### config.mk
export PLATFORM = sky130hd
export DESIGN_NAME = monitor_config_and_irq_control
export DESIGN_NICKNAME = d
export VERILOG_FILES = /design/src/include/monitor_pkg.sv /design/src/hdl/monitor_config_and_irq_control.sv /design/src/hdl/reset_pulse_gen.sv
export VERILOG_INCLUDE_DIRS = /design/src /design/src/include
export SDC_FILE = /design/constraint.sdc
export NUM_CORES = 1
export LEC_CHECK = 0
export BUFFER_PORTS_ARGS = -buffer_cell sky130_fd_sc_hd__clkbuf_2
export CELL_PAD_IN_SITES_DETAIL_PLACEMENT = 1
export CELL_PAD_IN_SITES_GLOBAL_PLACEMENT = 1
export CORE_MARGIN = 1
export CORE_UTILIZATION = 25
export DETAILED_ROUTE_END_ITERATION = 12
export GPL_ROUTABILITY_DRIVEN = 0
export MAX_ROUTING_LAYER = met4
export PLACE_DENSITY_LB_ADDON = 0.1
export SYNTH_ARGS = -nofsm -noshare
export SYNTH_HDL_FRONTEND = slang
export SYNTH_HIERARCHICAL = 1
export SYNTH_SLANG_ARGS = --single-unit
### constraint.sdc
create_clock -name mclk_i -period 2.1 [get_ports mclk_i]
set_clock_uncertainty 0.15 [all_clocks]
set_input_delay 0.105 -clock mclk_i [delete_from_list [all_inputs] [get_ports mclk_i]]
set_output_delay 0.105 -clock mclk_i [all_outputs]
set_load 0.01 [all_outputs]
### src/include/monitor_params.svh
// Offsets, field positions, reset values and timing counts of the monitor control block
`ifndef MONITOR_PARAMS_SVH
`define MONITOR_PARAMS_SVH

`define OFS_CHAN_SEL 8'h16
`define OFS_MON_CFG 8'h40
`define OFS_STAT_ONE 8'h41
`define OFS_STAT_TWO 8'h42
`define OFS_MASK_ONE 8'h43
`define OFS_MASK_TWO 8'h44

`define RST_CHAN_SEL 8'h00
`define RST_MON_CFG 8'h08
`define RST_STAT 8'h00
`define RST_MASK 8'h00

`define CFG_START 0
`define CFG_INT_EN 1
`define CFG_THERMAL_ALARM_PIN_EN 2
`define CFG_INT_CLR 3
`define CFG_RST_OUT 4
`define CFG_THERMAL_ALARM_PIN_CLR 6
`define CFG_RESTORE 7

`define ST2_CHASSIS 4
`define ST2_THERMAL_ALARM_PIN 5
`define ST2_RESERVED_MASK 8'hF3

`define CLK_MHZ 100
`define RST_PULSE_MS 20
`define RST_PULSE_CYCLES (`RST_PULSE_MS * 1000 * `CLK_MHZ)

`endif

### src/include/monitor_pkg.sv
// Types shared by the monitor control block
package monitor_pkg;
    typedef struct packed {
        logic voltage_id_or_interrupt_select;
        logic [2:0] ext_interrupt_enable;
        logic supply_range_5v;
        logic second_remote_diode;
        logic tach_two_or_analog_two;
        logic tach_one_or_analog_one;
    } chan_mode_t;

    typedef struct packed {
        logic defaults_restore;
        logic thermal_alarm_suppress;
        logic reserved5;
        logic reset_out;
        logic int_suppress;
        logic thermal_alarm_pin_enable;
        logic int_enable;
        logic start;
    } mon_cfg_t;

    typedef struct packed {
        logic [7:0] stat_one;
        logic [7:0] stat_two;
    } limit_events_t;

    typedef enum logic [0:0] {
        PULSE_IDLE = 1'b0,
        PULSE_LOW = 1'b1
    } pulse_state_t;
endpackage

### src/hdl/monitor_config_and_irq_control.sv
// Configuration, channel select and interrupt control of the hardware monitor
`timescale 1ns/100ps
`default_nettype none
`include "monitor_params.svh"
module monitor_config_and_irq_control
    import monitor_pkg::*;
#(
    parameter int RST_PULSE_CYCLES = `RST_PULSE_CYCLES
) (
    input wire logic mclk_i, // 100 MHz clock
    input wire logic arst_n_i, // Asynchronous reset, active low
    input wire logic [7:0] reg_addr_i, // Register pointer from serial interface
    input wire logic reg_wr_i, // Write strobe, one cycle
    input wire logic [7:0] reg_wdata_i, // Write data
    input wire logic reg_rd_i, // Read strobe, one cycle
    output logic [7:0] reg_rdata_o, // Read data, valid cycle after strobe
    input wire limit_events_t limit_evt_i, // Crossing pulses from conversion engine
    input wire logic over_temp_i, // Temperature over thermal limit
    input wire logic chassis_pin_i, // Chassis intrusion pin
    input wire logic [2:0] voltage_id_or_interrupt_select_pin_i, // Shared voltage-ID or interrupt pins
    input wire logic thermal_alarm_pin_i, // Thermal alarm pin level
    output logic thermal_alarm_pin_o, // Thermal alarm pin drive value
    output logic thermal_alarm_pin_oe_o, // Thermal alarm pin drive enable
    output logic int_n_o, // General interrupt output, active low
    output logic reset_n_o, // Outgoing reset pulse, active low
    output logic monitor_run_o, // Scanning and limit checking active
    output chan_mode_t chan_mode_o, // Channel function selection
    output logic defaults_restore_o // Restore pulse for other register groups
);
    initial begin
        if (RST_PULSE_CYCLES < 2) begin
            $error("RST_PULSE_CYCLES must be at least 2");
        end
    end

    function automatic logic hit(input logic [7:0] a, input logic [7:0] ofs);
        hit = (a == ofs);
    endfunction

    chan_mode_t chan_q;
    mon_cfg_t cfg_q;
    logic [7:0] stat_one_q, stat_two_q, mask_one_q, mask_two_q;
    logic [7:0] stat_one_d, stat_two_d, rdata_d;
    logic [7:0] rdata_q;
    logic [1:0] chassis_sync_q, thermal_alarm_pin_sync_q;
    logic [2:0] vid_s1_q, vid_s2_q;
    logic chassis_prev_q, int_n_q, thermal_alarm_pin_drv_q, restore_q, run_q;
    logic [1:0] thermal_alarm_pin_hist_q;
    logic pulse_n, pulse_busy;

    wire logic wr_chan = reg_wr_i && hit(reg_addr_i, `OFS_CHAN_SEL);
    wire logic wr_cfg = reg_wr_i && hit(reg_addr_i, `OFS_MON_CFG);
    wire logic wr_mask1 = reg_wr_i && hit(reg_addr_i, `OFS_MASK_ONE);
    wire logic wr_mask2 = reg_wr_i && hit(reg_addr_i, `OFS_MASK_TWO);
    wire logic rd_stat1 = reg_rd_i && hit(reg_addr_i, `OFS_STAT_ONE);
    wire logic rd_stat2 = reg_rd_i && hit(reg_addr_i, `OFS_STAT_TWO);
    wire logic restore = wr_cfg && reg_wdata_i[`CFG_RESTORE];
    wire logic fire_rst = wr_cfg && reg_wdata_i[`CFG_RESTORE] == 1'b0
        && reg_wdata_i[`CFG_RST_OUT] && !pulse_busy;

    // run only when started and not suppressed
    wire logic run = cfg_q.start && !cfg_q.int_suppress;

    wire logic chassis_evt = chassis_sync_q[1] && !chassis_prev_q;
    // pin low while not driven by this block
    // Own drive stays masked until the synchroniser has flushed it
    wire logic thermal_alarm_pin_ext_evt = !thermal_alarm_pin_sync_q[1] && !thermal_alarm_pin_drv_q && !(|thermal_alarm_pin_hist_q);
    // engine events count only while running
    wire logic [7:0] evt_one = run ? limit_evt_i.stat_one : 8'h00;
    wire logic [7:0] evt_two_eng = run ? (limit_evt_i.stat_two & 8'hC3) : 8'h00;
    wire logic [7:0] evt_two = evt_two_eng | {2'b00, thermal_alarm_pin_ext_evt, chassis_evt, 4'h0};

    // interrupt inputs only in interrupt mode
    wire logic [2:0] ext_irq = (~vid_s2_q) & chan_q.ext_interrupt_enable
        & {3{chan_q.voltage_id_or_interrupt_select}};

    wire logic [7:0] pend_one = stat_one_q & ~mask_one_q;
    wire logic [7:0] pend_two = stat_two_q & ~mask_two_q;
    // start bit does not enter this term
    wire logic int_assert = cfg_q.int_enable && !cfg_q.int_suppress
        && ((|pend_one) || (|pend_two) || (|ext_irq));
    wire logic thermal_alarm_pin_assert = cfg_q.thermal_alarm_pin_enable && !cfg_q.thermal_alarm_suppress
        && over_temp_i;

    // Set wins over a clear by read
    always_comb begin
        stat_one_d = (rd_stat1 ? 8'h00 : stat_one_q) | evt_one;
        stat_two_d = ((rd_stat2 ? 8'h00 : stat_two_q) | evt_two) & `ST2_RESERVED_MASK;
        if (restore) begin
            stat_one_d = `RST_STAT;
            stat_two_d = `RST_STAT;
        end
    end

    // Register read selection
    always_comb begin
        if (hit(reg_addr_i, `OFS_CHAN_SEL)) begin
            rdata_d = chan_q;
        end else if (hit(reg_addr_i, `OFS_MON_CFG)) begin
            rdata_d = {1'b0, cfg_q[6:5], pulse_busy, cfg_q[3:0]};
        end else if (hit(reg_addr_i, `OFS_STAT_ONE)) begin
            rdata_d = stat_one_q;
        end else if (hit(reg_addr_i, `OFS_STAT_TWO)) begin
            rdata_d = stat_two_q;
        end else if (hit(reg_addr_i, `OFS_MASK_ONE)) begin
            rdata_d = mask_one_q;
        end else if (hit(reg_addr_i, `OFS_MASK_TWO)) begin
            rdata_d = mask_two_q;
        end else begin
            rdata_d = 8'h00;
        end
    end

    always_ff @(posedge mclk_i or negedge arst_n_i) begin
        if (!arst_n_i) begin
            chassis_sync_q <= 2'b00;
            thermal_alarm_pin_sync_q <= 2'b11;
            vid_s1_q <= 3'h7;
            vid_s2_q <= 3'h7;
            chassis_prev_q <= 1'b0;
        end else begin
            chassis_sync_q <= {chassis_sync_q[0], chassis_pin_i};
            thermal_alarm_pin_sync_q <= {thermal_alarm_pin_sync_q[0], thermal_alarm_pin_i};
            vid_s1_q <= voltage_id_or_interrupt_select_pin_i;
            vid_s2_q <= vid_s1_q;
            chassis_prev_q <= chassis_sync_q[1];
        end
    end

    always_ff @(posedge mclk_i or negedge arst_n_i) begin
        if (!arst_n_i) begin
            chan_q <= `RST_CHAN_SEL;
            cfg_q <= `RST_MON_CFG;
            mask_one_q <= `RST_MASK;
            mask_two_q <= `RST_MASK;
        end else if (restore) begin
            cfg_q <= `RST_MON_CFG;
            mask_one_q <= `RST_MASK;
            mask_two_q <= `RST_MASK;
        end else begin
            if (wr_chan) begin
                chan_q <= reg_wdata_i;
            end
            if (wr_cfg) begin
                cfg_q <= {1'b0, reg_wdata_i[6:5], 1'b0, reg_wdata_i[3:0]};
            end
            if (wr_mask1) begin
                mask_one_q <= reg_wdata_i;
            end
            if (wr_mask2) begin
                mask_two_q <= reg_wdata_i;
            end
        end
    end

    always_ff @(posedge mclk_i or negedge arst_n_i) begin
        if (!arst_n_i) begin
            stat_one_q <= `RST_STAT;
            stat_two_q <= `RST_STAT;
            rdata_q <= 8'h00;
            int_n_q <= 1'b1;
            thermal_alarm_pin_drv_q <= 1'b0;
            thermal_alarm_pin_hist_q <= 2'b00;
            restore_q <= 1'b0;
            run_q <= 1'b0;
        end else begin
            stat_one_q <= stat_one_d;
            stat_two_q <= stat_two_d;
            rdata_q <= reg_rd_i ? rdata_d : rdata_q;
            int_n_q <= !int_assert;
            thermal_alarm_pin_drv_q <= thermal_alarm_pin_assert;
            thermal_alarm_pin_hist_q <= {thermal_alarm_pin_hist_q[0], thermal_alarm_pin_drv_q};
            restore_q <= restore;
            run_q <= run;
        end
    end

    reset_pulse_gen #(
        .PULSE_CYCLES(RST_PULSE_CYCLES)
    ) u_rst_pulse (
        .mclk_i(mclk_i),
        .arst_n_i(arst_n_i),
        .fire_i(fire_rst),
        .pulse_n_o(pulse_n),
        .busy_o(pulse_busy)
    );

    assign reg_rdata_o = rdata_q;
    assign int_n_o = int_n_q;
    assign thermal_alarm_pin_o = 1'b0;
    assign thermal_alarm_pin_oe_o = thermal_alarm_pin_drv_q;
    assign reset_n_o = pulse_n;
    assign monitor_run_o = run_q;
    assign chan_mode_o = chan_q;
    assign defaults_restore_o = restore_q;

    // Length of the running reset pulse, for the minimum width check
    logic [31:0] low_len_q;
    always_ff @(posedge mclk_i or negedge arst_n_i) begin
        if (!arst_n_i) begin
            low_len_q <= 32'h0;
        end else if (!reset_n_o) begin
            low_len_q <= low_len_q + 32'h1;
        end else begin
            low_len_q <= 32'h0;
        end
    end
endmodule // monitor_config_and_irq_control
`default_nettype wire

### src/hdl/reset_pulse_gen.sv
// Timed active-low pulse generator for the outgoing reset
`timescale 1ns/100ps
`default_nettype none
module reset_pulse_gen
    import monitor_pkg::*;
#(
    parameter int PULSE_CYCLES = 2000000
) (
    input wire logic mclk_i, // System clock
    input wire logic arst_n_i, // Asynchronous reset, active low
    input wire logic fire_i, // One-cycle request to start a pulse
    output logic pulse_n_o, // Pulse output, active low
    output logic busy_o // High while the pulse runs
);
    initial begin
        if (PULSE_CYCLES < 2) begin
            $error("PULSE_CYCLES must be at least 2");
        end
    end

    pulse_state_t state_q;
    logic [31:0] cnt_q;
    logic pulse_n_q;
    wire logic done = (cnt_q == 32'(PULSE_CYCLES - 1));

    always_ff @(posedge mclk_i or negedge arst_n_i) begin
        if (!arst_n_i) begin
            state_q <= PULSE_IDLE;
            cnt_q <= 32'h0;
            pulse_n_q <= 1'b1;
        end else begin
            case (state_q)
                PULSE_IDLE: begin
                    cnt_q <= 32'h0;
                    if (fire_i) begin
                        state_q <= PULSE_LOW;
                        pulse_n_q <= 1'b0;
                    end
                end
                PULSE_LOW: begin
                    cnt_q <= cnt_q + 32'h1;
                    if (done) begin
                        state_q <= PULSE_IDLE;
                        pulse_n_q <= 1'b1;
                    end
                end
                default: begin
                    state_q <= PULSE_IDLE;
                    pulse_n_q <= 1'b1;
                end
            endcase
        end
    end

    // Pulse leaves the block straight from a flip-flop
    assign pulse_n_o = pulse_n_q;
    assign busy_o = (state_q == PULSE_LOW);
endmodule // reset_pulse_gen
`default_nettype wire

* Yosys cells after proc, flatten, opt, wreduce, memory -nomap -nowiden
Cells that the tools add are included.
Storage, ports and cells: flip-flop bits (word level) 105, output and inout port bits 22, logic and storage cells 115
Operators by class: $add $sub $neg 1, equality and inequality tests 9, muxes and demuxes 25, bitwise logic cells 13, reduce and logical (&&, ||, !) cells 37
Operators with widths (count):
- $mux W8 | 16
- $pmux W32 S2 | 1
- $eq A8 B7 Y1 const B | 5
- $add A32 B1 Y32 const B | 1
- $eq A32 B21 Y1 const B | 1
- $logic_and A1 B1 Y1 | 18
- $and A8 B8 Y8 | 2
- $not A8 Y8 | 2
- $or A8 B8 Y8 | 2
- $reduce_or A8 Y1 | 2
- $mux W7 | 2
- $eq A8 B5 Y1 const B | 1
- $logic_not A1 Y1 | 8
- $or A8 B6 Y8 | 1
- $and A3 B3 Y3 | 2
- $reduce_bool A2 Y1 | 3
- $mux W1 | 4
- $ne A2 B2 Y1 const B | 2
- $pmux W1 S2 | 2
- $reduce_and A2 Y1 | 2
- $not A1 Y1 | 3
- $not A3 Y3 | 1
- $reduce_or A3 Y1 | 1
- $logic_or A1 B1 Y1 | 2
- $reduce_or A2 Y1 | 1

* Depth between registers and ports, before layout
depth after elaboration 7, mapped depth 7

* By module
Netlist, hierarchy kept.
By module, submodules not included:
- monitor_config_and_irq_control | instances 1, cells an instance 296, area an instance 3279.4 um2
- reset_pulse_gen | instances 1, cells an instance 184, area an instance 1770.4 um2

* Least setup slack after synthesis
Ideal clock, no wire load.
path kind register to register, start point reg u_rst_pulse.cnt_q[28], end point reg u_rst_pulse.pulse_n_q (netlist: u_rst_pulse/pulse_n_o), setup time 62 ps, arrival 1657 ps, required time 1888 ps, setup slack 231 ps, cell stages (with the launch flop) 5, buffers on the path 0, path through dfrtp_1 or4_1 or4_1 nor3_2 nand2b_1
On the way: longest elaborated chain between the ends 3
Ends and longest elaborated chain:
- start: declaration | line reset_pulse_gen.sv:22 | logic [31:0] cnt_q;
- start signal: assignment | line reset_pulse_gen.sv:41 | cnt_q <= cnt_q + 32'h1;
- $eq A32 B21 Y1 | line reset_pulse_gen.sv:24 | wire logic done = (cnt_q == 32'(PULSE_CYCLES - 1));
- $ne A2 B2 Y1 (no source line)
- $reduce_and A2 Y1 (no source line)
- end signal: assignment | line reset_pulse_gen.sv:30 | pulse_n_q <= 1'b1;
- end signal: assignment | line reset_pulse_gen.sv:37 | pulse_n_q <= 1'b0;
- end signal: assignment | line reset_pulse_gen.sv:44 | pulse_n_q <= 1'b1;
- end: declaration | line reset_pulse_gen.sv:23 | logic pulse_n_q;
No other way between the ends. A chain may end at the register's enable or synchronous reset.

* Worst setup path in the final report
Same ends and word-level chain as after synthesis.

==> flow_summary.toml <==
[routing]
drt_iter0_drc = 137
drt_first_pass_iters = 4
num_vias = 4102
antenna_left = 0
wl_per_cell_um = 18.1
totalWireLength_mm = 15.6
drc = 0
via_per_inst = 4.78

[placed_design]
dp_cells = 813
port_buffers = 58
dp_hpwl_mm = 11.6

[sta]
post-route-period-util_pct = 95.1
rsz0062_at_grt = "no"
maxSlewViolCount = 0
setup_viol = 0
slew_headroom_pct = 31.6
max_freq_ghz = 0.501
final-hold-violation-count = 0
max_slew.worst_pin.slew_ns = 1.02
setup_tns_ns = 0
finalCriticalPeriod_ns = 2.00

[critical_path]
crit_cells = 4
timing.rr.start = "u_rst_pulse/cnt_q[28]$_DFF_PN0_"
critPathKind = "flop to flop"
r2r_cells = 4
crit_slowest_cell = "or4_1"
cp_slowest_stage_delay_ns = 0.54
worst-path-buf-inv = 0
cp.arrival_ns = 2.15
cp-start-kind = "flop"
worst-path-max-fanout = 4
required_ns = 2.26
cp-end-kind = "flop"
crit_path_frequent_cell = "or4_1"
critPathLaunch = "u_rst_pulse/cnt_q[28]$_DFF_PN0_"
path_delay_family = "simple AND/OR/NAND/NOR gates"
crit_chain = "or4_1 -> or4_1 -> nor3_2 -> nand2b_1"

[global_routing]
overflow = 0
grt.total_usage_pct = 16.6
grt_max_degree = 45
antenna_found_initial = 0
grt_pass1_wl_mm = 24.8
grt_pass1_vias = 4403

[clocking]
cts-root-buf = "clkbuf_16"
clkTransAtPathRegs_ns = 0.08
clk_latency_ns = 0.36
post_cts_buffers = 0
numCtsBuffers = 9
clockBufferDepth = 2
clock-sinks = 103
htree_levels = 3
cts_tree = "yes"

[logic_synthesis]
async_flop_share_pct = 100
synth_seq_cells = 103
avgSynthCellArea_um2 = 10.5
synth_fp_nets = 523
synthDistinctLibCells = 68
yosys_warnings = 6
syn_area_um2 = 5050
ys_seq_area_share_pct = 51.3
synthCells = 480
synth_ff_type = "dfrtp_1"
synth-edff-count = 0

[job]
drv_cap = 0

[cells_and_area]
antenna_cells = 0
layout-drive-gt1-share_pct = 25.6
synthToLayoutAreaGrowth_pct = 26.1
final_cells = 858
fillerInstances = 2277
fin_nets = 631

[die]
core_area_um2 = 19700
die_x_um = 144
num_rows = 51
ios = 64
die_y_um = 144
initial_utilization_pct = 25.7
dieArea_um2 = 20800

[pwr]
finalPower_mw = 4.46
p_leak_nw = 2.85
ir_worst_vdd_mv = 0.440
p_per_area_nw_per_um2 = 701

[worst_hold_path]
hp-class = "primary input to async pin"

[run_status]
run_status = "complete, no violations"
-- stage by stage --
| step | instance area (µm²) | setup WS, ns | hold WS, ns | util (%) |
|---|---|---|---|---|
| after floorplan | 5050 | 0.231 | -0.341 | - |
| after global placement | 5770 | 0.131 | -0.144 | 29.3 |
| after detailed placement | 5770 | 0.0852 | -0.138 | 29.3 |
| after CTS | 6370 | 0.0749 | 0.0265 | 32.4 |
| after global routing | 6370 | 0.00545 | 0.0323 | 32.4 |
| final | 6370 | 0.103 | 0.0169 | 32.4 |
-- cells by family after synthesis --
kind of cell             count (synthesis)  synth area share [%]
AND/OR/NAND/NOR                        169                  19.8
AO/OA/AOI/OAI                          120                  15.9
flip-flops                             103                  51.3
buffers and inverters                   57                  6.39
multiplexers                            17                  4.11
XOR/XNOR                                12                  2.08
adder cells (fa/ha/maj)                  1                 0.248
other                                    1                0.0743
-- timing repair --
item	in CTS	in global routing
hold endpoints to repair	137	0
endpoints found under the setup margin	0	1
resized for setup	0	1
hold buffers	29	0
-- per-layer routing --
layer | track usage [%] | up-vias | wire length [µm]
li1 | - | 1958 | -
met1 | 20.4 | 2060 | 7260
met2 | 27.6 | 72 | 7540
met3 | 3.08 | 12 | 541
met4 | 4.76 | 0 | 209
met5 | - | - | 0
-- report_power, final --
part	leakage [nW]	switching (mW)	internal, mW
Clock	0.152	0.842	0.953
Combinational	1.36	0.263	0.220
Sequential	1.35	0.0908	2.09
Total	2.85	1.20	3.27
-- layout make-up --
cell class / instances / area [µm²] / share of cell area [%]
Multi-Input combinational cell: 320 / 2140 / 33.6
Clock buffer: 9 / 225 / 3.54
Clock inverter: 7 / 85.1 / 1.34
Sequential cell: 103 / 2590 / 40.7
Timing Repair Buffer: 124 / 886 / 13.9
Inverter: 30 / 113 / 1.77
Tap cell: 265 / 332 / 5.21
-- synthesized netlist by cell type, types with 6 or more instances --
| library cell | n | share of area (%) |
|---|---|---|
| nand3_1 | 14 | 1.4 |
| nor2b_1 | 6 | 0.74 |
| mux2_2 | 10 | 2.2 |
| a22oi_1 | 15 | 2.2 |
| clkbuf_8 | 6 | 1.6 |
| xor2_1 | 10 | 1.7 |
| buf_2 | 6 | 0.59 |
| or3_1 | 8 | 0.99 |
| dfstp_2 | 11 | 5.7 |
| o22ai_1 | 10 | 1.2 |
| nor2_1 | 38 | 2.8 |
| clkbuf_1 | 6 | 0.45 |
| o21ai_0 | 15 | 1.5 |
| inv_1 | 30 | 2.2 |
| o31ai_1 | 11 | 1.6 |
| dfrtp_1 | 92 | 46 |
| a21o_1 | 6 | 0.89 |
| nand4_1 | 15 | 1.9 |
| a22o_1 | 11 | 1.9 |
| and4_1 | 6 | 1.0 |
| or4_1 | 12 | 1.8 |
| and2_1 | 6 | 0.74 |
| a21oi_1 | 29 | 2.9 |
| nand2_1 | 28 | 2.1 |
| and3_1 | 6 | 0.74 |
-- state kept, by name (all words and copies together) (netlist names), 6 cells and up --
name,count
mask_one_q,8
mask_two_q,8
u_rst_pulse/cnt_q,32
stat_one_q,8
reg_rdata_o,8
chan_mode_o,8
stat_two_q,6
cfg_q,6
-- layout by cell type (no fill, tap or decap), types with 3 or more instances in the layout --
cell type,instances
mux2_2,10
clkbuf_2,57
nor4_1,4
buf_4,36
clkbuf_16,9
o211ai_1,3
nand3_1,14
xor2_1,10
or4_1,12
nand2b_1,3
o21ai_1,4
a22o_1,11
inv_8,3
dlygate4sd3_1,29
and4_1,5
a21oi_1,29
dfrtp_1,92
nor2b_1,6
nor2_1,38
mux2i_1,5
nor3b_2,3
and2_1,6
a2bb2oi_1,3
or3_1,8
dfstp_2,11
o22ai_1,10
o21ai_0,15
and3_1,6
o31ai_1,11
nand2_1,28
a22oi_1,15
nand4_1,15
inv_1,30
a21o_1,6
-- path summary, 6_finish.rpt --
check / end / slack (ns)
min: mask_two_q[4]$_DFFE_PN0P_ / 0.02
max in group asynchronous: vid_s1_q[2]$_DFF_PN1_ / 1.12
min reg2reg: chassis_sync_q[1]$_DFF_PN0_ / 0.21
min in group mclk_i: mask_two_q[7]$_DFFE_PN0P_ / 0.08
max reg2reg: u_rst_pulse/pulse_n_o$_DFFE_PN1P_ / 0.10
max: u_rst_pulse/pulse_n_o$_DFFE_PN1P_ / 0.10
No activity file was read; power rests on OpenSTA's default activity.
